==> config.mk <==
export PLATFORM = sky130hd
export DESIGN_NAME = cawd_top
export DESIGN_NICKNAME = d
export VERILOG_FILES = /design/src/inc/cawd_pkg.sv /design/src/rtl/cawd_module.sv /design/src/rtl/cawd_top.sv
export SDC_FILE = /design/constraint.sdc
export NUM_CORES = 1
export LEC_CHECK = 0
export ABC_AREA = 1
export BUFFER_PORTS_ARGS = -buffer_cell sky130_fd_sc_hd__buf_4
export CAP_MARGIN = 5
export CORE_MARGIN = 8
export CORE_UTILIZATION = 44
export DETAILED_ROUTE_END_ITERATION = 6
export PLACE_DENSITY = 0.7
export SLEW_MARGIN = 20
export SYNTH_ARGS = -nofsm -noshare
export SYNTH_HDL_FRONTEND = slang
export SYNTH_SLANG_ARGS = --single-unit
==> constraint.sdc <==
create_clock -name clk_i -period 3.85 [get_ports clk_i]
set_input_delay 0.5775 -clock clk_i [delete_from_list [all_inputs] [get_ports clk_i]]
set_output_delay 0.5775 -clock clk_i [all_outputs]
set_load 0.02 [all_outputs]
==> src/inc/cawd_pkg.sv <==
/*
  Constants, field layout, register offsets and carrier types shared by the
  counter array modulation and watchdog block.
  Assumes a 32-bit classic Wishbone slave with byte registers in bits 7:0.
*/
package cawd_pkg;

  // ----------------------------------------------------------------
  // Register byte offsets
  // ----------------------------------------------------------------
  localparam logic [7:0] ADR_CTRL = 8'h00;
  localparam logic [7:0] ADR_MODE = 8'h04;
  localparam logic [7:0] ADR_PWMCFG = 8'h08;
  localparam logic [7:0] ADR_CNT_LO = 8'h0c;
  localparam logic [7:0] ADR_CNT_HI = 8'h10;
  localparam logic [7:0] ADR_MOD_BASE = 8'h20;
  localparam logic [7:0] ADR_CMPL_BASE = 8'h30;
  localparam logic [7:0] ADR_CMPH_BASE = 8'h40;

  // ----------------------------------------------------------------
  // Counts and field positions
  // ----------------------------------------------------------------
  localparam int NUM_MODS = 3;
  localparam int WD_MOD = 2;
  localparam int RELOAD_W = 11;
  localparam int MB_PWM16 = 7, MB_ECOM = 6, MB_MAT = 3, MB_PWM = 1, MB_ECCF = 0;
  localparam int CB_CF = 7, CB_CR = 6;
  localparam int MD_IDLE_SUSPEND = 7, MD_WATCHDOG_ENABLE = 6, MD_WATCHDOG_LOCK = 5, MD_CPS_HI = 3, MD_CPS_LO = 1, MD_ECF = 0;
  localparam int PB_RELOAD_SELECT = 7, PB_ECOV = 6, PB_CYCLE_OVERFLOW_FLAG = 5;
  localparam logic [1:0] CYCLE_LENGTH_FIELD_8 = 2'h0;
  localparam logic [7:0] ECOM_MASK = 8'h40;
  localparam logic [15:0] FULL_MASK = 16'hffff;
  localparam logic [7:0] LOW_ONES = 8'hff;

  // ----------------------------------------------------------------
  // Reset values
  // ----------------------------------------------------------------
  localparam logic WATCHDOG_ENABLE_RST = 1'b1;
  localparam logic [2:0] CPS_RST = 3'h0;
  localparam logic [15:0] CNT_RST = 16'h0000;
  localparam logic [15:0] CMP_RST = 16'h0000;
  localparam logic [7:0] MODE_RST = 8'h00;

  // Software write strobes toward one compare module
  typedef struct packed {
    logic mode_we;
    logic lo_we;
    logic hi_we;
    logic [7:0] wdat;
  } cawd_swr_t;

  // Shared cycle and reload configuration plus the per-module watchdog mode flag
  typedef struct packed {
    logic [1:0] cycle_length_field;
    logic reload_select;
    logic wd_mode;
  } cawd_cfg_t;

  // Mask of the counter bits that make one modulation cycle
  function automatic logic [15:0] cyc_mask(input logic [1:0] cycle_length_field);
    unique case (cycle_length_field)
      2'h0: cyc_mask = 16'h00ff;
      2'h1: cyc_mask = 16'h01ff;
      2'h2: cyc_mask = 16'h03ff;
      default: cyc_mask = 16'h07ff;
    endcase
  endfunction

  // Byte offset of the register of module idx in a bank
  function automatic logic [7:0] mod_adr(input logic [7:0] base, input int idx);
    mod_adr = base + 8'(idx * 4);
  endfunction

endpackage

==> src/rtl/cawd_module.sv <==
/*
  One compare module: mode register, compare value, auto-reload value,
  modulation output and match event.
  Assumes the shared counter, tick and write strobes come from cawd_top.
*/
`timescale 1ns/100ps
module cawd_module (
  // Clock and control
  input wire logic clk_i,
  input wire logic rst_i,
  input wire logic ce_i,
  // Shared counter
  input wire logic tick_i,
  input wire logic [15:0] count_i,
  // Configuration and software writes
  input wire cawd_pkg::cawd_cfg_t cfg_i,
  input wire cawd_pkg::cawd_swr_t swr_i,
  // Read back and events
  output logic [7:0] mode_o,
  output logic [7:0] rd_lo_o,
  output logic [7:0] rd_hi_o,
  output logic [15:0] cmp_o,
  output logic pin_o,
  output logic match_o
);
  logic [cawd_pkg::RELOAD_W-1:0] reload;
  wire pwm_on = mode_o[cawd_pkg::MB_PWM] & ~cfg_i.wd_mode;
  wire is16 = pwm_on & mode_o[cawd_pkg::MB_PWM16];
  wire is8 = pwm_on & ~is16 & (cfg_i.cycle_length_field == cawd_pkg::CYCLE_LENGTH_FIELD_8);
  wire isn = pwm_on & ~is16 & ~is8;
  wire ecom = mode_o[cawd_pkg::MB_ECOM];
  wire reload_select_map = cfg_i.reload_select & isn;
  wire [15:0] mask = (pwm_on & ~is16) ? cawd_pkg::cyc_mask(cfg_i.cycle_length_field) : cawd_pkg::FULL_MASK;
  wire [15:0] next_count = count_i + 16'h0001;
  wire [15:0] reload16 = {{(16 - cawd_pkg::RELOAD_W){1'b0}}, reload};
  wire ovf = tick_i & ((count_i & mask) == mask);
  // Compare against the value that the overflow reloads in the same step
  wire [15:0] eff_cmp = (ovf & is8) ? {cmp_o[15:8], cmp_o[15:8]} : (ovf & isn) ? reload16 : cmp_o;
  wire hit = tick_i & ((next_count & mask) == (eff_cmp & mask));
  wire [7:0] wd_hi = count_i[15:8] + cmp_o[7:0];
  wire next_match = ~cfg_i.wd_mode & ecom & mode_o[cawd_pkg::MB_MAT] & hit;
  // Match sets the pin, cycle overflow clears it, a cleared comparator holds it low
  wire next_pin = (~pwm_on | ~ecom) ? 1'b0 : hit ? 1'b1 : ovf ? 1'b0 : pin_o;
  wire [7:0] next_lo = (swr_i.lo_we & ~reload_select_map) ? swr_i.wdat : (ovf & is8) ? cmp_o[15:8]
                     : (ovf & isn) ? reload[7:0] : cmp_o[7:0];
  wire [7:0] next_hi = (swr_i.hi_we & cfg_i.wd_mode) ? wd_hi : (swr_i.hi_we & ~reload_select_map) ? swr_i.wdat
                     : (ovf & isn) ? reload16[15:8] : cmp_o[15:8];
  wire [cawd_pkg::RELOAD_W-1:0] next_reload = {(swr_i.hi_we & reload_select_map) ? swr_i.wdat[2:0] : reload[10:8],
                                               (swr_i.lo_we & reload_select_map) ? swr_i.wdat : reload[7:0]};
  wire [7:0] next_mode = swr_i.mode_we ? swr_i.wdat : swr_i.lo_we ? (mode_o & ~cawd_pkg::ECOM_MASK)
                       : swr_i.hi_we ? (mode_o | cawd_pkg::ECOM_MASK) : mode_o;
  assign rd_lo_o = reload_select_map ? reload[7:0] : cmp_o[7:0];
  assign rd_hi_o = reload_select_map ? reload16[15:8] : cmp_o[15:8];

  // State update, frozen while the clock enable is low
  always_ff @(posedge clk_i) begin
    if (rst_i) begin
      mode_o <= cawd_pkg::MODE_RST;
      cmp_o <= cawd_pkg::CMP_RST;
      reload <= '0;
      pin_o <= 1'b0;
      match_o <= 1'b0;
    end else if (ce_i) begin
      mode_o <= next_mode;
      cmp_o <= {next_hi, next_lo};
      reload <= next_reload;
      pin_o <= next_pin;
      match_o <= next_match;
    end
  end
endmodule

==> src/rtl/cawd_top.sv <==
/*
  Counter array modulation and watchdog block: shared 16-bit counter, three
  compare modules, control/mode/config registers and the watchdog of module 2.
  Assumes a classic Wishbone master on clk_i and a clock enable that marks
  the selected counter clock; the clock divider itself lives outside.
*/
// Local design decisions: the Wishbone interface to the registers and the register addresses.
`timescale 1ns/100ps

module cawd_top (
  // Clock, reset and clock enable
  input wire logic clk_i,
  input wire logic rst_i,
  input wire logic ce_i,
  // CPU idle indication, same clock domain
  input wire logic cpu_idle_i,
  // Wishbone slave
  input wire logic cyc_i,
  input wire logic stb_i,
  input wire logic we_i,
  input wire logic [7:0] adr_i,
  input wire logic [3:0] sel_i,
  input wire logic [31:0] dat_i,
  output logic [31:0] dat_o,
  output logic ack_o,
  // Module output pins
  output logic [2:0] pin_o,
  // Counter clock selection toward the divider
  output logic [2:0] clock_select_o,
  // Watchdog reset request
  output logic wd_reset_o
);

  // ----------------------------------------------------------------
  // State
  // ----------------------------------------------------------------
  logic [15:0] count;
  logic cf;
  logic cr;
  logic [2:0] ccf;
  logic idle_suspend;
  logic watchdog_enable;
  logic watchdog_lock;
  logic ecf;
  logic reload_select;
  logic ecov;
  logic cycle_overflow_flag;
  logic [1:0] cycle_length_field;

  // Per-module wiring
  cawd_pkg::cawd_swr_t swr [cawd_pkg::NUM_MODS];
  logic [7:0] mod_mode [cawd_pkg::NUM_MODS];
  logic [7:0] mod_lo [cawd_pkg::NUM_MODS];
  logic [7:0] mod_hi [cawd_pkg::NUM_MODS];
  logic [15:0] mod_cmp [cawd_pkg::NUM_MODS];
  logic [7:0] mod_rd [cawd_pkg::NUM_MODS];
  logic [2:0] match;
  logic [2:0] mod_pin;

  // ----------------------------------------------------------------
  // Bus decode
  // ----------------------------------------------------------------

  // A write lands at the edge where the master sees ack high
  wire req = cyc_i & stb_i;
  wire wr = req & we_i & ack_o & sel_i[0];
  wire [7:0] wdat = dat_i[7:0];
  wire hit_ctrl = adr_i == cawd_pkg::ADR_CTRL;
  wire hit_mode = adr_i == cawd_pkg::ADR_MODE;
  wire hit_pwm = adr_i == cawd_pkg::ADR_PWMCFG;
  wire hit_cnt_lo = adr_i == cawd_pkg::ADR_CNT_LO;
  wire hit_cnt_hi = adr_i == cawd_pkg::ADR_CNT_HI;
  wire wr_ctrl = wr & hit_ctrl;
  wire wr_mode = wr & hit_mode;
  wire wr_pwm = wr & hit_pwm;

  // ----------------------------------------------------------------
  // Watchdog enable and restrictions
  // ----------------------------------------------------------------

  // Either bit turns the watchdog on; lock cannot be cleared by software
  wire wd_en = watchdog_enable | watchdog_lock;
  // Counter runs by software or watchdog, unless idle suspend holds it
  wire run = (cr | wd_en) & ~(idle_suspend & cpu_idle_i);
  wire tick = run;
  wire wr_cnt_lo = wr & hit_cnt_lo & ~wd_en;
  wire wr_cnt_hi = wr & hit_cnt_hi & ~wd_en;
  wire wr_cfg_frozen = wr_mode & ~wd_en;

  // ----------------------------------------------------------------
  // Counter and shared flags
  // ----------------------------------------------------------------

  // Next counter value: software load when allowed, else count
  wire [15:0] next_count = wr_cnt_lo ? {count[15:8], wdat} : wr_cnt_hi ? {wdat, count[7:0]}
                         : tick ? count + 16'h0001 : count;
  wire [15:0] cyc_msk = cawd_pkg::cyc_mask(cycle_length_field);
  wire cf_set = tick & (count == cawd_pkg::FULL_MASK);
  wire cycle_overflow_flag_set = tick & ((count & cyc_msk) == cyc_msk);
  // Set wins over a software clear in the same cycle
  wire next_cf = cf_set | (wr_ctrl ? wdat[cawd_pkg::CB_CF] : cf);
  wire next_cycle_overflow_flag = cycle_overflow_flag_set | (wr_pwm ? wdat[cawd_pkg::PB_CYCLE_OVERFLOW_FLAG] : cycle_overflow_flag);
  wire [2:0] next_ccf = match | (wr_ctrl ? wdat[2:0] : ccf);

  // ----------------------------------------------------------------
  // Watchdog reset sources
  // ----------------------------------------------------------------

  // Low byte overflow while module 2 high byte matches counter high byte
  wire wd_match = tick & (count[7:0] == cawd_pkg::LOW_ONES)
                & (mod_cmp[cawd_pkg::WD_MOD][15:8] == count[15:8]);
  // Software forcing through the module 2 flag
  wire wd_force = wr_ctrl & wdat[cawd_pkg::WD_MOD];
  wire wd_fire = wd_en & (wd_match | wd_force);

  // ----------------------------------------------------------------
  // Read data
  // ----------------------------------------------------------------

  // Register images; unused bits read zero
  wire [7:0] rd_ctrl = {cf, cr, 3'h0, ccf};
  wire [7:0] rd_mode = {idle_suspend, watchdog_enable, watchdog_lock, 1'b0, clock_select_o, ecf};
  wire [7:0] rd_pwm = {reload_select, ecov, cycle_overflow_flag, 3'h0, cycle_length_field};
  wire [7:0] rd_mods = mod_rd[0] | mod_rd[1] | mod_rd[2];
  wire [7:0] rd_byte = hit_ctrl ? rd_ctrl : hit_mode ? rd_mode : hit_pwm ? rd_pwm
                     : hit_cnt_lo ? count[7:0] : hit_cnt_hi ? count[15:8] : rd_mods;

  // ----------------------------------------------------------------
  // Compare modules
  // ----------------------------------------------------------------
  genvar g;
  generate
    for (g = 0; g < cawd_pkg::NUM_MODS; g++) begin : gen_mod
      wire hit_m = adr_i == cawd_pkg::mod_adr(cawd_pkg::ADR_MOD_BASE, g);
      wire hit_l = adr_i == cawd_pkg::mod_adr(cawd_pkg::ADR_CMPL_BASE, g);
      wire hit_h = adr_i == cawd_pkg::mod_adr(cawd_pkg::ADR_CMPH_BASE, g);
      wire wd_here = (g == cawd_pkg::WD_MOD) && wd_en;
      // Direct writes to the mode register of the watchdog module are blocked while it guards
      wire mode_we = wr & hit_m & ~wd_here;
      // Per-module decode and write strobes
      assign swr[g] = {mode_we, wr & hit_l, wr & hit_h, wdat};
      assign mod_rd[g] = hit_m ? mod_mode[g] : hit_l ? mod_lo[g] : hit_h ? mod_hi[g] : 8'h00;

      cawd_module u_mod (
        .clk_i(clk_i),
        .rst_i(rst_i),
        .ce_i(ce_i),
        .tick_i(tick),
        .count_i(count),
        .cfg_i({cycle_length_field, reload_select, wd_here}),
        .swr_i(swr[g]),
        .mode_o(mod_mode[g]),
        .rd_lo_o(mod_lo[g]),
        .rd_hi_o(mod_hi[g]),
        .cmp_o(mod_cmp[g]),
        .pin_o(mod_pin[g]),
        .match_o(match[g])
      );
    end
  endgenerate

  // Pins come straight from the module output flip-flops
  assign pin_o = mod_pin;

  // ----------------------------------------------------------------
  // Wishbone answer
  // ----------------------------------------------------------------

  // Ack one cycle after the request is seen, dropped the cycle after
  always_ff @(posedge clk_i) begin
    if (rst_i) begin
      ack_o <= 1'b0;
      dat_o <= '0;
    end else if (ce_i) begin
      ack_o <= req & ~ack_o;
      dat_o <= {24'h000000, rd_byte};
    end
  end

  // ----------------------------------------------------------------
  // Counter and flags
  // ----------------------------------------------------------------

  // Counter, overflow flags and module flags
  always_ff @(posedge clk_i) begin
    if (rst_i) begin
      count <= cawd_pkg::CNT_RST;
      cf <= 1'b0;
      cycle_overflow_flag <= 1'b0;
      ccf <= 3'h0;
    end else if (ce_i) begin
      count <= next_count;
      cf <= next_cf;
      cycle_overflow_flag <= next_cycle_overflow_flag;
      ccf <= next_ccf;
    end
  end

  // ----------------------------------------------------------------
  // Control and configuration
  // ----------------------------------------------------------------

  // Run bit stores only what software wrote
  always_ff @(posedge clk_i) begin
    if (rst_i) begin
      cr <= 1'b0;
      reload_select <= 1'b0;
      ecov <= 1'b0;
      cycle_length_field <= cawd_pkg::CYCLE_LENGTH_FIELD_8;
    end else if (ce_i) begin
      if (wr_ctrl) begin
        cr <= wdat[cawd_pkg::CB_CR];
      end
      if (wr_pwm) begin
        reload_select <= wdat[cawd_pkg::PB_RELOAD_SELECT];
        ecov <= wdat[cawd_pkg::PB_ECOV];
        cycle_length_field <= wdat[1:0];
      end
    end
  end

  // Mode register: watchdog on after reset, lock sticky until reset
  always_ff @(posedge clk_i) begin
    if (rst_i) begin
      watchdog_enable <= cawd_pkg::WATCHDOG_ENABLE_RST;
      watchdog_lock <= 1'b0;
      idle_suspend <= 1'b0;
      clock_select_o <= cawd_pkg::CPS_RST;
      ecf <= 1'b0;
    end else if (ce_i) begin
      if (wr_mode) begin
        watchdog_enable <= wdat[cawd_pkg::MD_WATCHDOG_ENABLE];
        watchdog_lock <= watchdog_lock | wdat[cawd_pkg::MD_WATCHDOG_LOCK];
        ecf <= wdat[cawd_pkg::MD_ECF];
      end
      if (wr_cfg_frozen) begin
        idle_suspend <= wdat[cawd_pkg::MD_IDLE_SUSPEND];
        clock_select_o <= wdat[cawd_pkg::MD_CPS_HI:cawd_pkg::MD_CPS_LO];
      end
    end
  end

  // ----------------------------------------------------------------
  // Watchdog reset request
  // ----------------------------------------------------------------

  // One-cycle pulse toward the system reset logic
  always_ff @(posedge clk_i) begin
    if (rst_i) begin
      wd_reset_o <= 1'b0;
    end else if (ce_i) begin
      wd_reset_o <= wd_fire;
    end
  end
endmodule

== Word-level counts from Yosys, hierarchy flattened ==
Index checks and enable logic that the tools add are counted.

* Output and inout bits: 40
* Input port bits: 51
* Word-level logic and storage cells: 302
* Bits in registers: 154

* Equality and inequality tests: 26
* Reductions and logical operators: 43
* Bitwise operators: 120
* Muxes and demuxes: 70
* $add $sub $neg: 2

{| class="wikitable"
|+ Operators with widths
! operator !! count
|-
| $mux W8 || 43
|-
| $mux W16 || 11
|-
| $and A16 B16 Y16 || 9
|-
| $eq A16 B16 Y1 || 7
|-
| $and A1 B1 Y1 || 79
|-
| $reduce_and A2 Y1 || 25
|-
| $eq A8 B6 Y1 const B || 6
|-
| $pmux W11 S3 || 1
|-
| $reduce_bool A3 Y1 || 10
|-
| $eq A8 B7 Y1 const B || 3
|-
| $mux W7 || 3
|-
| $not A1 Y1 || 19
|-
| $add A16 B1 Y16 const B || 1
|-
| $and A16 B11 Y16 || 1
|-
| $eq A16 B16 Y1 const B || 1
|-
| $eq A8 B4 Y1 const B || 2
|-
| $or A8 B8 Y8 || 2
|-
| $mux W1 || 11
|-
| $or A1 B1 Y1 || 9
|-
| $add A8 B8 Y8 || 1
|-
| $eq A8 B3 Y1 const B || 1
|-
| $eq A8 B5 Y1 const B || 1
|-
| $eq A8 B8 Y1 || 1
|-
| $eq A8 B8 Y1 const B || 1
|-
| other kinds (9) || 13
|}

== Depth between registers and ports, before layout ==
Gate-level depths: netlist of run 1.

* Depth in word-level cells: 20
* Gate-level depth with buffers: 19
* Gate-level depth less buffers: 17

== By module ==
Synthesis of run 1 repeated with hierarchy kept, for this count alone.

* Cells, all modules: 2048
* Area total of the unflattened synthesis: 12560.8 um^2

{| class="wikitable"
|+ By module, submodules not included
! module !! seq. area each (um^2) !! instances !! area an instance (um^2) !! cells an instance
|-
| cawd_module (gen_mod[0].u_mod ...) || 740.7 || 2 || 2974.1 || 480
|-
| cawd_top || 860.8 || 1 || 3639.7 || 615
|-
| cawd_module (gen_mod[2].u_mod) || 740.7 || 1 || 2972.9 || 473
|}

== Least setup slack after synthesis of run 1 ==
OpenSTA, ideal clock, no wires.

* Path type: input -> register
* Start: in adr_i[1]
* End: reg gen_mod[0].u_mod.cmp_o[11]
* Setup slack: 1.591 ns
* Setup time: 0.132 ns
* Cell stages on the path: 12
* Path buffers: 0
* Data required time: 3.718 ns
* Arrival time: 2.126 ns
* Cells stage by stage: nor2_2 -> nand3_1 -> nor2_1 -> inv_2 -> nor2_1 -> inv_1 -> nor2_1 -> inv_1 -> a21oi_2 -> inv_1 -> nand2_1 -> a21oi_1

* Word-level cells in the longest chain between the ends: 5
* Elaborated cells on any way between the ends: 6
* Those cells by class: 1 x eq/ne; 1 x mux; 2 x bitwise; 2 x reduce/logical

{| class="wikitable"
|+ RTL lines
! element !! RTL line !! text
|-
| from (decl) || cawd_top.sv:21 || <nowiki>input wire logic [7:0] adr_i,</nowiki>
|-
| $eq A8 B7 Y1 * || cawd_top.sv:136 || <nowiki>wire hit_h = adr_i == cawd_pkg::mod_adr(cawd_pkg::ADR_CMPH_BASE, g);</nowiki>
|-
| $and A1 B1 Y1 * || cawd_top.sv:141 || <nowiki>assign swr[g] = {mode_we, wr & hit_l, wr & hit_h, wdat};</nowiki>
|-
| $and A1 B1 Y1 * || cawd_module.sv:46 || <nowiki>wire [7:0] next_hi = (swr_i.hi_we & cfg_i.wd_mode) ? wd_hi : (swr_i.hi_we & ~reload_select_map) ? swr_i.wdat</nowiki>
|-
| $reduce_bool A2 Y1 (no source line) || n/a ||
|-
| $reduce_and A2 Y1 (no source line) || n/a ||
|-
| to (signal assigned) || cawd_module.sv:59 || <nowiki>cmp_o <= cawd_pkg::CMP_RST;</nowiki>
|-
| to (signal assigned) || cawd_module.sv:65 || <nowiki>cmp_o <= {next_hi, next_lo};</nowiki>
|-
| to (decl) || cawd_module.sv:22 || <nowiki>output logic [15:0] cmp_o,</nowiki>
|}

Every way passes the cells marked *; elsewhere a longest branch is shown, timed or not.
A chain may end at the register's enable or synchronous reset.

== Final worst setup path of run 1 ==
* Start: reg count[12]
* End: reg gen_mod[2].u_mod.match_o

* Word-level cells in the longest chain between the ends: 10
* Elaborated cells on any way between the ends: 13
* Those cells by class: 1 x add/sub; 2 x eq/ne; 2 x mux; 8 x bitwise

{| class="wikitable"
|+ RTL lines
! element !! RTL line !! text
|-
| from (decl) || cawd_top.sv:37 || <nowiki>logic [15:0] count;</nowiki>
|-
| from (signal assigned) || cawd_top.sv:187 || <nowiki>count <= cawd_pkg::CNT_RST;</nowiki>
|-
| from (signal assigned) || cawd_top.sv:192 || <nowiki>count <= next_count;</nowiki>
|-
| $and A16 B16 Y16 || cawd_module.sv:36 || <nowiki>wire ovf = tick_i & ((count_i & mask) == mask);</nowiki>
|-
| $eq A16 B16 Y1 || cawd_module.sv:36 ||
|-
| $and A1 B1 Y1 || cawd_module.sv:36 ||
|-
| $and A1 B1 Y1 || cawd_module.sv:38 || <nowiki>wire [15:0] eff_cmp = (ovf & is8) ? {cmp_o[15:8], cmp_o[15:8]} : (ovf & isn) ? reload16 : cmp_o;</nowiki>
|-
| $mux W16 (2 in series) || cawd_module.sv:38 ||
|-
| $and A16 B16 Y16 || cawd_module.sv:39 || <nowiki>wire hit = tick_i & ((next_count & mask) == (eff_cmp & mask));</nowiki>
|-
| $eq A16 B16 Y1 * || cawd_module.sv:39 ||
|-
| $and A1 B1 Y1 * || cawd_module.sv:39 ||
|-
| $and A1 B1 Y1 * || cawd_module.sv:41 || <nowiki>wire next_match = ~cfg_i.wd_mode & ecom & mode_o[cawd_pkg::MB_MAT] & hit;</nowiki>
|-
| to (signal assigned) || cawd_module.sv:68 || <nowiki>match_o <= next_match;</nowiki>
|-
| to (decl) || cawd_module.sv:24 || <nowiki>output logic match_o</nowiki>
|}

Marks and branches as above.

==> results of run 1 <==
## synthesized netlist by cell type (all sizes together) (2+ instances only)
| library cell | instances |
|---|---|
| o22ai | 8 |
| xnor2 | 2 |
| nor4 | 3 |
| nand3b | 4 |
| buf | 51 |
| xor2 | 21 |
| o21ai | 174 |
| o21a | 2 |
| nand4 | 42 |
| o32ai | 3 |
| inv | 209 |
| dfxtp | 154 |
| o31ai | 2 |
| clkbuf | 43 |
| a31oi | 16 |
| nand3 | 134 |
| ha | 8 |
| or2 | 3 |
| a211oi | 25 |
| o21bai | 2 |
| nand2 | 392 |
| a221oi | 16 |
| o2111ai | 5 |
| nor3 | 13 |
| o211ai | 15 |
| nor2 | 162 |
| a21oi | 166 |
## worst paths after layout
| kind | from | end | slack, ns | depth (start not counted) |
|---|---|---|---|---|
| setup / recovery | count[12] | gen_mod[2].u_mod.match_o | 0.64 | 16 |
| hold reg to reg | gen_mod[1].u_mod.mode_o[4] | gen_mod[1].u_mod.mode_o[4] | 0.46 | 2 |
| setup reg to reg | count[12] | gen_mod[2].u_mod.match_o | 0.64 | 16 |
| hold / removal | gen_mod[1].u_mod.mode_o[4] | gen_mod[1].u_mod.mode_o[4] | 0.46 | 2 |
## cell families (layout without fill, tap and decap cells)
family	Yosys count	in the layout
AOI/OAI and AO/OA	440	440
DFF	154	154
and+or+nand+nor	755	755
adders and majority gates	9	9
other	1	26
buffers and inverters	304	318
xor gates and xnor gates	23	23
## final cells by class
type,count,area share [%]
antenna,2,0.0429
tap,319,3.42
multi-input combinational,1251,53.3
clock buffer,18,3.68
inverter,210,6.77
timing repair buffer,76,4.89
clock inverter,14,1.49
sequential,154,26.4
## layout by cell type, fill, tap and decap left out, types with 11 or more instances in the layout
master       n
conb_1      24
buf_4       76
nor2_2      13
nor2_1     142
a221oi_1    16
o21ai_0    172
inv_1      199
dfxtp_1    154
a31oi_1     16
a21oi_1    163
nand2_1    385
xor2_1      21
nor3_1      11
nand4_1     41
nand3_1    128
clkbuf_16   17
a211oi_1    25
o211ai_1    15
## per-stage QoR
step | worst slack (ns) | instance area [um2] | instances | hold WS [ns]
after CTS | 0.716 | 11700 | 2042 | 0.462
after floorplan | 1.59 | 10600 | 1709 | 0.425
after global placement | 0.693 | 11100 | 2010 | 0.434
after detailed placement | 0.648 | 11100 | 2010 | 0.450
after global routing | 0.389 | 11700 | 2042 | 0.489
final | 0.645 | 11700 | 2044 | 0.460
## per-layer routing
metal | wire length [um] | share of wire (%) | global-route usage (%) | vias to the layer above
met5 | 11 | 0.024 | 0 | -
met4 | 2540 | 5.4 | 16.5 | 2
met3 | 5250 | 11 | 7.05 | 156
met2 | 19500 | 42 | 47.2 | 747
met1 | 19400 | 42 | 42.9 | 5622
li1 | - | - | - | 5660
## power groups by stage
stage	Sequential [W]	Clock (W)	Combinational, W
6_report	0.00162	0.00182	0.000364
5_1_grt	0.00162	0.00188	0.000380
4_1_cts	0.00162	0.00182	0.000349
3_5_place_dp	0.00165	0	0.000347
3_3_place_gp	0.00165	0	0.000346
2_1_floorplan	0.00165	0	0.000206
## state kept, by name, summed over array words and instances (netlist names)
name and cells:
ack_o 1, ccf 3, cf 1, clock_select_o 3, count 16, cr 1, cycle_length_field 2, cycle_overflow_flag 1
dat_o 8, ecf 1, ecov 1, gen_mod.u_mod.cmp_o 48, gen_mod.u_mod.match_o 3, gen_mod.u_mod.mode_o 24, gen_mod.u_mod.pin_o 3, gen_mod.u_mod.reload 33
idle_suspend 1, reload_select 1, watchdog_enable 1, watchdog_lock 1, wd_reset_o 1
## tightest hold or removal path, cell delays in order, from the launching register on
cell     delay, ns
dfxtp_1       0.30
inv_1         0.06
a21oi_1       0.05
==> summary.md, run 1 <==
| Metric | Value |
|---|---|
| Status | finished, final reports clean |
| Yosys top cell area share | 29.3% |
| Port Buffers | 39 |
| DIE AREA | 29100 um2 |
| YS warnings | 0 |
| Critical Path Source Type | register |
| Post-synth EDFFs | 0 |
| Endpoint type of the worst setup path | register |
| Leak | 5.06 nW |
| DR pass1 iterations | 7 |
| Clock sinks | 154 |
| # IOs | 91 |
| CP max FO | 15 |
| Routed Antenna Nets | 0 |
| Via count | 12200 |
| Synthesized area | 10500 um2 |
| VDD IR max | 0.292 mV |
| GRT Total Usage | 31.9% |
| Setup violators final | 0 |
| Worst path cell trace | nand2_1 > nor2_2 > nand2_1 > nand2_1 > nand2_1 > nor2_4 > nand3_4 > o21ai_0 > nand2_1 > nand2_1 > nand2_1 > nor2_1 > nand2_1 > nor2_1 > nand3_1 > a21oi_1 |
| Routed vias/inst | 5.96 |
| Mapped Avg Cell Area | 6.25 um2 |
| PostCTS Resize Cnt | 0 |
| Clock Tree Buf Depth | 2 |
| Final period util | 83.3% |
| CP max stage cell | dfxtp_1 |
| Primary FF master, synth | dfxtp_1 |
| Sequential area share after synthesis | 29.3% |
| Cts hold-fix bufs | 0 |
| Top Family by Delay on Critical Path | simple AND/OR/NAND/NOR gates |
| Fin. max-slew vios | 0 |
| Root Buffer | clkbuf_16 |
| Wirelength, routed | 46.7 mm |
| Post-route setup TNS | 0 ns |
| Tmin final | 3.21 ns |
| Postcts setup bufs | 0 |
| CTS Buf Count | 17 |
| Final core utilization | 49.7% |
| Crit path DAT | 3.59 ns |
| Cell Int Power | 0.00268 W |
| Synth Area in XOR/XNOR | 1.91% |
| Largest net degree at the start of global routing | 99 |
| CTS tree | yes |
| Min-delay worst type | reg -> reg |
| RD Place Congestion | 1.03 |
| Routed len/inst | 22.8 um |
| Adder-cell share of the synthesized area | 1.14% |
| Multiplexer share of the synthesized area | 0% |
| Row count | 56 |
| Post-Synth Simple-Gate Area | 31.7% |
| Register bit total from synthesis | 154 |
| Synth unique cells | 56 |
| Ratio of cells with drive above 1 in the final layout | 9.34% |
| Least-Margin Pin Slew | 0.953 ns |
| CP peak stage delay | 0.51 ns |
| Most used cell, CP | nand2_1 |
| Clock skew | 0.0177 ns |
| Core Footprint | 23500 um2 |
| Max Clock Freq | 0.312 GHz |
| Worst-path clk slew | 0.07 ns |
| Initial antenna violation count | 1 |
| Mapped Cells | 1686 |
| Final hold vios | 0 |
| Slew HR | 36.5% |
| Initial DRC Count | 1805 |
| Final HPWL DP | 33.9 mm |
| Worst path bufs/invs | 0 |
| Total gr overflow | 0 |
| Worst skew pair latency | 0.45 ns |
| Area of the multi-input gates | 6230 um2 |
| Vias in the first global route | 11200 |
| Crit path kind | reg -> reg |
| FILL cells | 2464 |
| DR DRC count | 0 |
| Power per Cell Area | 325 nW/um2 |
| Die Span X | 171 um |
| Largest family of logic cells by synthesized area | simple AND/OR/NAND/NOR gates |
| Power share of the clock group | 47.8% |
| Flop pwr share | 42.6% |
| Switch Pwr | 0.00112 W |
| Sw frac | 29.5% |
| Synth-to-Final Area Change | 10.9% |
| Final nets | 1770 |
| Seq. cell area | 3080 um2 |
| Die Y | 171 um |
| RSZ-0062 raised after global routing | false |
| Synth area leader | dfxtp_1 |
| Area fraction in compound gates after synthesis | 23.5% |
| Synth area leaders | dfxtp_1, nand2_1, o21ai_0 |
| Initial cell density of the core | 44.9% |
| H-tree depth | 4 |
| Data required, critical path | 4.23 ns |
| Max cap viols | 0 |
| Comb pwr share | 9.6% |
| Post-synth ARST share | 0% |
| PnR Total Power | 0.00380 W |
| First-pass GRT wire length | 69.4 mm |
No activity file was read; power rests on OpenSTA's default activity.
==> run 2: changes to the inputs <==
--- a/config.mk
+++ b/config.mk
@@ -11,7 +11,7 @@
 export CORE_MARGIN = 8
 export CORE_UTILIZATION = 44
 export DETAILED_ROUTE_END_ITERATION = 6
-export PLACE_DENSITY = 0.7
+export PLACE_DENSITY = 0.72
 export SLEW_MARGIN = 20
 export SYNTH_ARGS = -nofsm -noshare
 export SYNTH_HDL_FRONTEND = slang
==> constraint.sdc (replaced) <==
create_clock -name clk_i -period 2.6 [get_ports clk_i]
set_input_delay 0.39 -clock clk_i [delete_from_list [all_inputs] [get_ports clk_i]]
set_output_delay 0.39 -clock clk_i [all_outputs]
set_load 0.02 [all_outputs]
==> summary.md, run 2 (same netlist as run 1, synthesis figures left out) <==
| Metric | Value |
|---|---|
| Status | finished, final reports clean |
| CP max FO | 10 |
| Min-delay worst type | in -> reg |
| Clock skew | 0.0118 ns |
| Most frequent cells in the layout | nand2_1, buf_4, inv_1 |
| Tmin final | 2.52 ns |
| Most common cell after layout, fill and taps aside | nand2_1 |
| Worst skew pair latency | 0.44 ns |
| Routed vias/inst | 5.81 |
| Row count | 56 |
| Synth-to-Final Area Change | 22.9% |
| Max cap viols | 0 |
| Clock sinks | 154 |
| Max Clock Freq | 0.397 GHz |
| Initial DRC Count | 1648 |
| First-pass GRT wire length | 69.8 mm |
| Slew HR | 53.2% |
| Initial cell density of the core | 44.9% |
| Final HPWL DP | 35.1 mm |
| Via count | 12700 |
| GR Util met2 | 46.9% |
| VDD IR max | 0.353 mV |
| Largest net degree at the start of global routing | 51 |
| Layout Cells excl Fill | 2181 |
| Ratio of cells with drive above 1 in the final layout | 18.3% |
| RD Place Congestion | 1.09 |
| Leak | 5.76 nW |
| Die Span X | 171 um |
| Wirelength, routed | 46.7 mm |
| Post-route setup TNS | 0 ns |
| Data required, critical path | 2.95 ns |
| CTS tree | yes |
| Final nets | 1908 |
| Crit path kind | reg -> reg |
| H-tree depth | 4 |
| DR pass1 iterations | 6 |
| DR DRC count | 0 |
| Final hold vios | 0 |
| Routed Antenna Nets | 0 |
| Most Crowded Layer GR | met2 |
| Final period util | 96.9% |
| Power per Cell Area | 440 nW/um2 |
| Setup violators final | 0 |
| GRT Total Usage | 31.8% |
| RSZ-0062 raised after global routing | true |
| Routed len/inst | 21.4 um |
| Endpoint type of the worst setup path | register |
| Grt met1 use | 41.4% |
| Largest Register | gen_mod.u_mod.cmp_o |
| Placed cells | 2139 |
| Worst-path clk slew | 0.08 ns |
| Initial antenna violation count | 3 |
| Port Buffers | 39 |
| CTS Buf Count | 17 |
| Clock Tree Buf Depth | 2 |
| Post-route cell area | 12900 um2 |
| Final core utilization | 55.1% |
| Cell Area, Placed | 12100 um2 |
| Die Y | 171 um |
| DIE AREA | 29100 um2 |
| Fin. max-slew vios | 0 |
| Critical Path Source Type | register |
| Grt met3 use | 10.0% |
| Cts hold-fix bufs | 0 |
| Least-Margin Pin Slew | 0.702 ns |
| Total gr overflow | 0 |
| Crit path DAT | 2.87 ns |
| Root Buffer | clkbuf_16 |
| Core Footprint | 23500 um2 |
| Vias in the first global route | 11700 |
| # IOs | 91 |
| Max FFs per register | 48 |
| Largest regs | gen_mod.u_mod.cmp_o x48, gen_mod.u_mod.reload x33, gen_mod.u_mod.mode_o x24 |
## run 2: cell types whose count changed in the layout (fill, tap and decap cells not counted), moves of 6 or more
cell	change
buf_4	+134
dfxtp_1	-8
dfxtp_2	+8
nand2_1	-7
nand3_1	-7
nor2_1	-10
nor2_2	+7
o21ai_0	-6
o21ai_1	+6
## run 2: what timing repair did
item / in CTS / in global routing
buffers inserted: 0 / 9
gates cloned: 0 / 0
hold endpoints to repair: 0 / 0
setup endpoints to repair: 5 / 17
pin swaps: 0 / 19
gates resized for setup: 4 / 62
## run 2: metrics by stage
stage	total power [W]	setup slack, ns	hold slack [ns]
after global routing	0.00581	-0.0407	0.337
after floorplan	0.00275	0.466	0.425
after detailed placement	0.00300	-0.0730	0.443
after global placement	0.00300	-0.0605	0.439
after CTS	0.00565	0.00894	0.306
final	0.00569	0.0814	0.309
## run 2: where the power goes
| part | internal (W) | switching, W | leakage [nW] |
|---|---|---|---|
| Sequential | 0.00237 | 0.0000131 | 1.25 |
| Clock | 0.00139 | 0.00132 | 0.293 |
| Combinational | 0.000173 | 0.000426 | 4.22 |
| Total | 0.00393 | 0.00176 | 5.76 |
## run 2: critical path, stage by stage, from the launching register on
cell and delay [ns]:
dfxtp_1 0.35, nor2_4 0.19, nand2_2 0.13, nor2_2 0.18
nand2_4 0.14, buf_4 0.20, nand2_1 0.05, o21ai_0 0.24
a221oi_1 0.33, nand3_1 0.10, a21oi_1 0.21, nand4_1 0.17
nand2_1 0.09, inv_1 0.03
## run 2: worst paths after layout
path | start | to | slack (ns) | cells past startpoint
setup / recovery | watchdog_enable | dat_o[7] | 0.08 | 13
hold / removal | stb_i | ack_o | 0.31 | 5
setup reg to reg | watchdog_enable | dat_o[7] | 0.08 | 13
hold reg to reg | gen_mod[1].u_mod.mode_o[0] | gen_mod[1].u_mod.mode_o[0] | 0.46 | 2
## run 2: cell type report
| type | count | area [um2] |
|---|---|---|
| clock inverter | 15 | 171 |
| multi-input combinational | 1251 | 6400 |
| timing repair buffer | 214 | 1640 |
| inverter | 210 | 807 |
| clock buffer | 17 | 425 |
| sequential | 154 | 3090 |
| antenna | 1 | 2.50 |
| fill | 2338 | 10500 |
| tap | 319 | 399 |
## run 2: per-layer routing
layer / part of all wire (%) / wire length, um
met3: 14 / 6450
met5: 0.047 / 22
met1: 39 / 18400
met2: 42 / 19600
met4: 4.8 / 2250
==> run 3: changes to the inputs <==
--- a/config.mk
+++ b/config.mk
@@ -11,7 +11,7 @@
 export CORE_MARGIN = 8
 export CORE_UTILIZATION = 44
 export DETAILED_ROUTE_END_ITERATION = 6
-export PLACE_DENSITY = 0.72
+export PLACE_DENSITY_LB_ADDON = 0.12
 export SLEW_MARGIN = 20
 export SYNTH_ARGS = -nofsm -noshare
 export SYNTH_HDL_FRONTEND = slang
==> summary.md, run 3 (same netlist as run 1, synthesis figures left out) <==
| Metric | Value |
|---|---|
| Status | finished, final reports clean |
| Setup violators final | 0 |
| Worst Hold Path EP | ack_o |
| FILL cells | 2401 |
| DIE AREA | 29100 um2 |
| Wirelength, routed | 48.8 mm |
| Die Y | 171 um |
| H-tree depth | 4 |
| Vias in the first global route | 11800 |
| Routed Antenna Nets | 0 |
| Routed vias/inst | 5.82 |
| Total gr overflow | 0 |
| CP peak stage delay | 0.37 ns |
| Fin. max-slew vios | 0 |
| VDD IR max | 0.433 mV |
| HP Start | stb_i |
| Tmin final | 2.55 ns |
| Largest Register | gen_mod.u_mod.cmp_o |
| DR pass1 iterations | 6 |
| Reg-to-Reg Start | cycle_length_field[0] |
| First-pass GRT wire length | 71.8 mm |
| Initial antenna violation count | 1 |
| Slew HR | 47.3% |
| Worst reg-to-reg setup slack | 0.05 ns |
| Die Span X | 171 um |
| Port Buffers | 39 |
| Ratio of cells with drive above 1 in the final layout | 19.8% |
| Worst path cell trace | nor2_4 > nor2_2 > nand2_2 > buf_4 > buf_12 > nand2_1 > o211ai_1 > o211ai_1 > a211oi_1 > buf_4 > nand3_1 > a21oi_1 > nand4_1 > nand2_1 > inv_1 |
| Max cap viols | 0 |
| RD Place Congestion | 1.06 |
| Endpoint type of the worst setup path | register |
| Largest net degree at the start of global routing | 57 |
| Critical Path Source Type | register |
| Worst hold margin | 0.309 ns |
| GRT Total Usage | 33.0% |
| Post-route setup TNS | 0 ns |
| R2r endpoint | dat_o[7] |
| Largest regs | gen_mod.u_mod.cmp_o x48, gen_mod.u_mod.reload x33, gen_mod.u_mod.mode_o x24 |
| Clock skew | 0.0160 ns |
| Leak | 5.91 nW |
| Row count | 56 |
| Max FFs per register | 48 |
| Clock sinks | 154 |
| Root Buffer | clkbuf_16 |
| Area of the multi-input gates | 6400 um2 |
| Max Clock Freq | 0.393 GHz |
| Routed len/inst | 22.1 um |
| Most common cell after layout, fill and taps aside | nand2_1 |
| CTS tree | yes |
| Worst skew pair latency | 0.45 ns |
| Initial DRC Count | 1617 |
| CP max stage cell | dfxtp_2 |
| Least-Margin Pin Slew | 0.790 ns |
| Crit path DAT | 2.91 ns |
| PnR Total Power | 0.00564 W |
| Via count | 12800 |
| Synth-to-Final Area Change | 25.7% |
| CP max FO | 14 |
| Min-delay worst type | in -> reg |
| Hold Path Cell Cnt | 5 |
| Final HPWL DP | 36.4 mm |
| Initial cell density of the core | 44.9% |
| Final hold vios | 0 |
| Final nets | 1934 |
| DR DRC count | 0 |
| Power per Cell Area | 426 nW/um2 |
| Core Footprint | 23500 um2 |
| Seq. cell area | 3100 um2 |
| Most frequent cells in the layout | nand2_1, buf_4, inv_1 |
| Worst-path clk slew | 0.08 ns |
| Final period util | 97.9% |
| CTS Buf Count | 17 |
| Clock Tree Buf Depth | 2 |
| Data required, critical path | 2.96 ns |
| Crit path kind | reg -> reg |
| Cts hold-fix bufs | 0 |
| Worst R2R Path Depth | 15 |
| # IOs | 91 |
[run 3: power breakdown]
part / leakage (nW) / internal [W] / switching [W]
sequential: 1.25 / 0.00237 / 0.0000171
clock: 0.294 / 0.00130 / 0.00133
combinational: 4.36 / 0.000183 / 0.000436
total: 5.91 / 0.00386 / 0.00178
[run 3: worst max-delay path by stage]
stage                                      from                        to  slack [ns]  cells after the start
final                     cycle_length_field[0]                  dat_o[7]        0.05                     15
after detailed placement               count[0]  gen_mod[2].u_mod.match_o       -0.06                     17
after CTS                              count[0]  gen_mod[0].u_mod.match_o       0.005                     15
after floorplan                        count[0]  gen_mod[0].u_mod.match_o        0.47                     13
after global routing                   count[0]  gen_mod[2].u_mod.match_o       -0.04                     18
after global placement                 count[0]  gen_mod[2].u_mod.match_o       -0.03                     15
[run 3: layer usage]
metal	part of all wire, %	wire length (um)	up-vias	track usage (%)
met3	12	5670	166	6.29
li1	-	-	5991	-
met1	41	19900	5885	44.2
met2	42	20600	807	50.6
met5	0	0	-	0
met4	5.2	2530	0	14.8
[run 3: final cells by class]
type                       count  area share (%)
clock inverter                15            1.29
antenna                        2          0.0378
clock buffer                  17            3.21
tap                          319            3.02
timing repair buffer         240            14.6
inverter                     210            6.07
multi-input combinational   1251            48.4
sequential                   154            23.4
[run 3: through the flow]
stage / utilization [%] / worst slack [ns] / instances / instance area, um2
2_1_floorplan: - / 0.466 / 1709 / 10600
3_3_place_gp: 52.4 / -0.0271 / 2164 / 12300
3_5_place_dp: 52.4 / -0.0604 / 2164 / 12300
4_1_cts: 55.1 / 0.00470 / 2199 / 12900
5_1_grt: 56.4 / -0.0417 / 2206 / 13200
6_report: 56.4 / 0.0533 / 2208 / 13200
[run 3: timing repair]
| action | CTS | global route |
|---|---|---|
| setup endpoints to repair | 2 | 29 |
| setup buffers | 3 | 7 |
| gates resized for setup | 0 | 70 |
| pin swaps | 2 | 17 |
[run 3: worst max-delay path: cells and delay by family (launching register included)]
kind,cells,cell delay (ns)
AO/OA/AOI/OAI,4,0.73
flip-flops,1,0.37
AND/OR/NAND/NOR,7,0.83
buffers and inverters,4,0.50
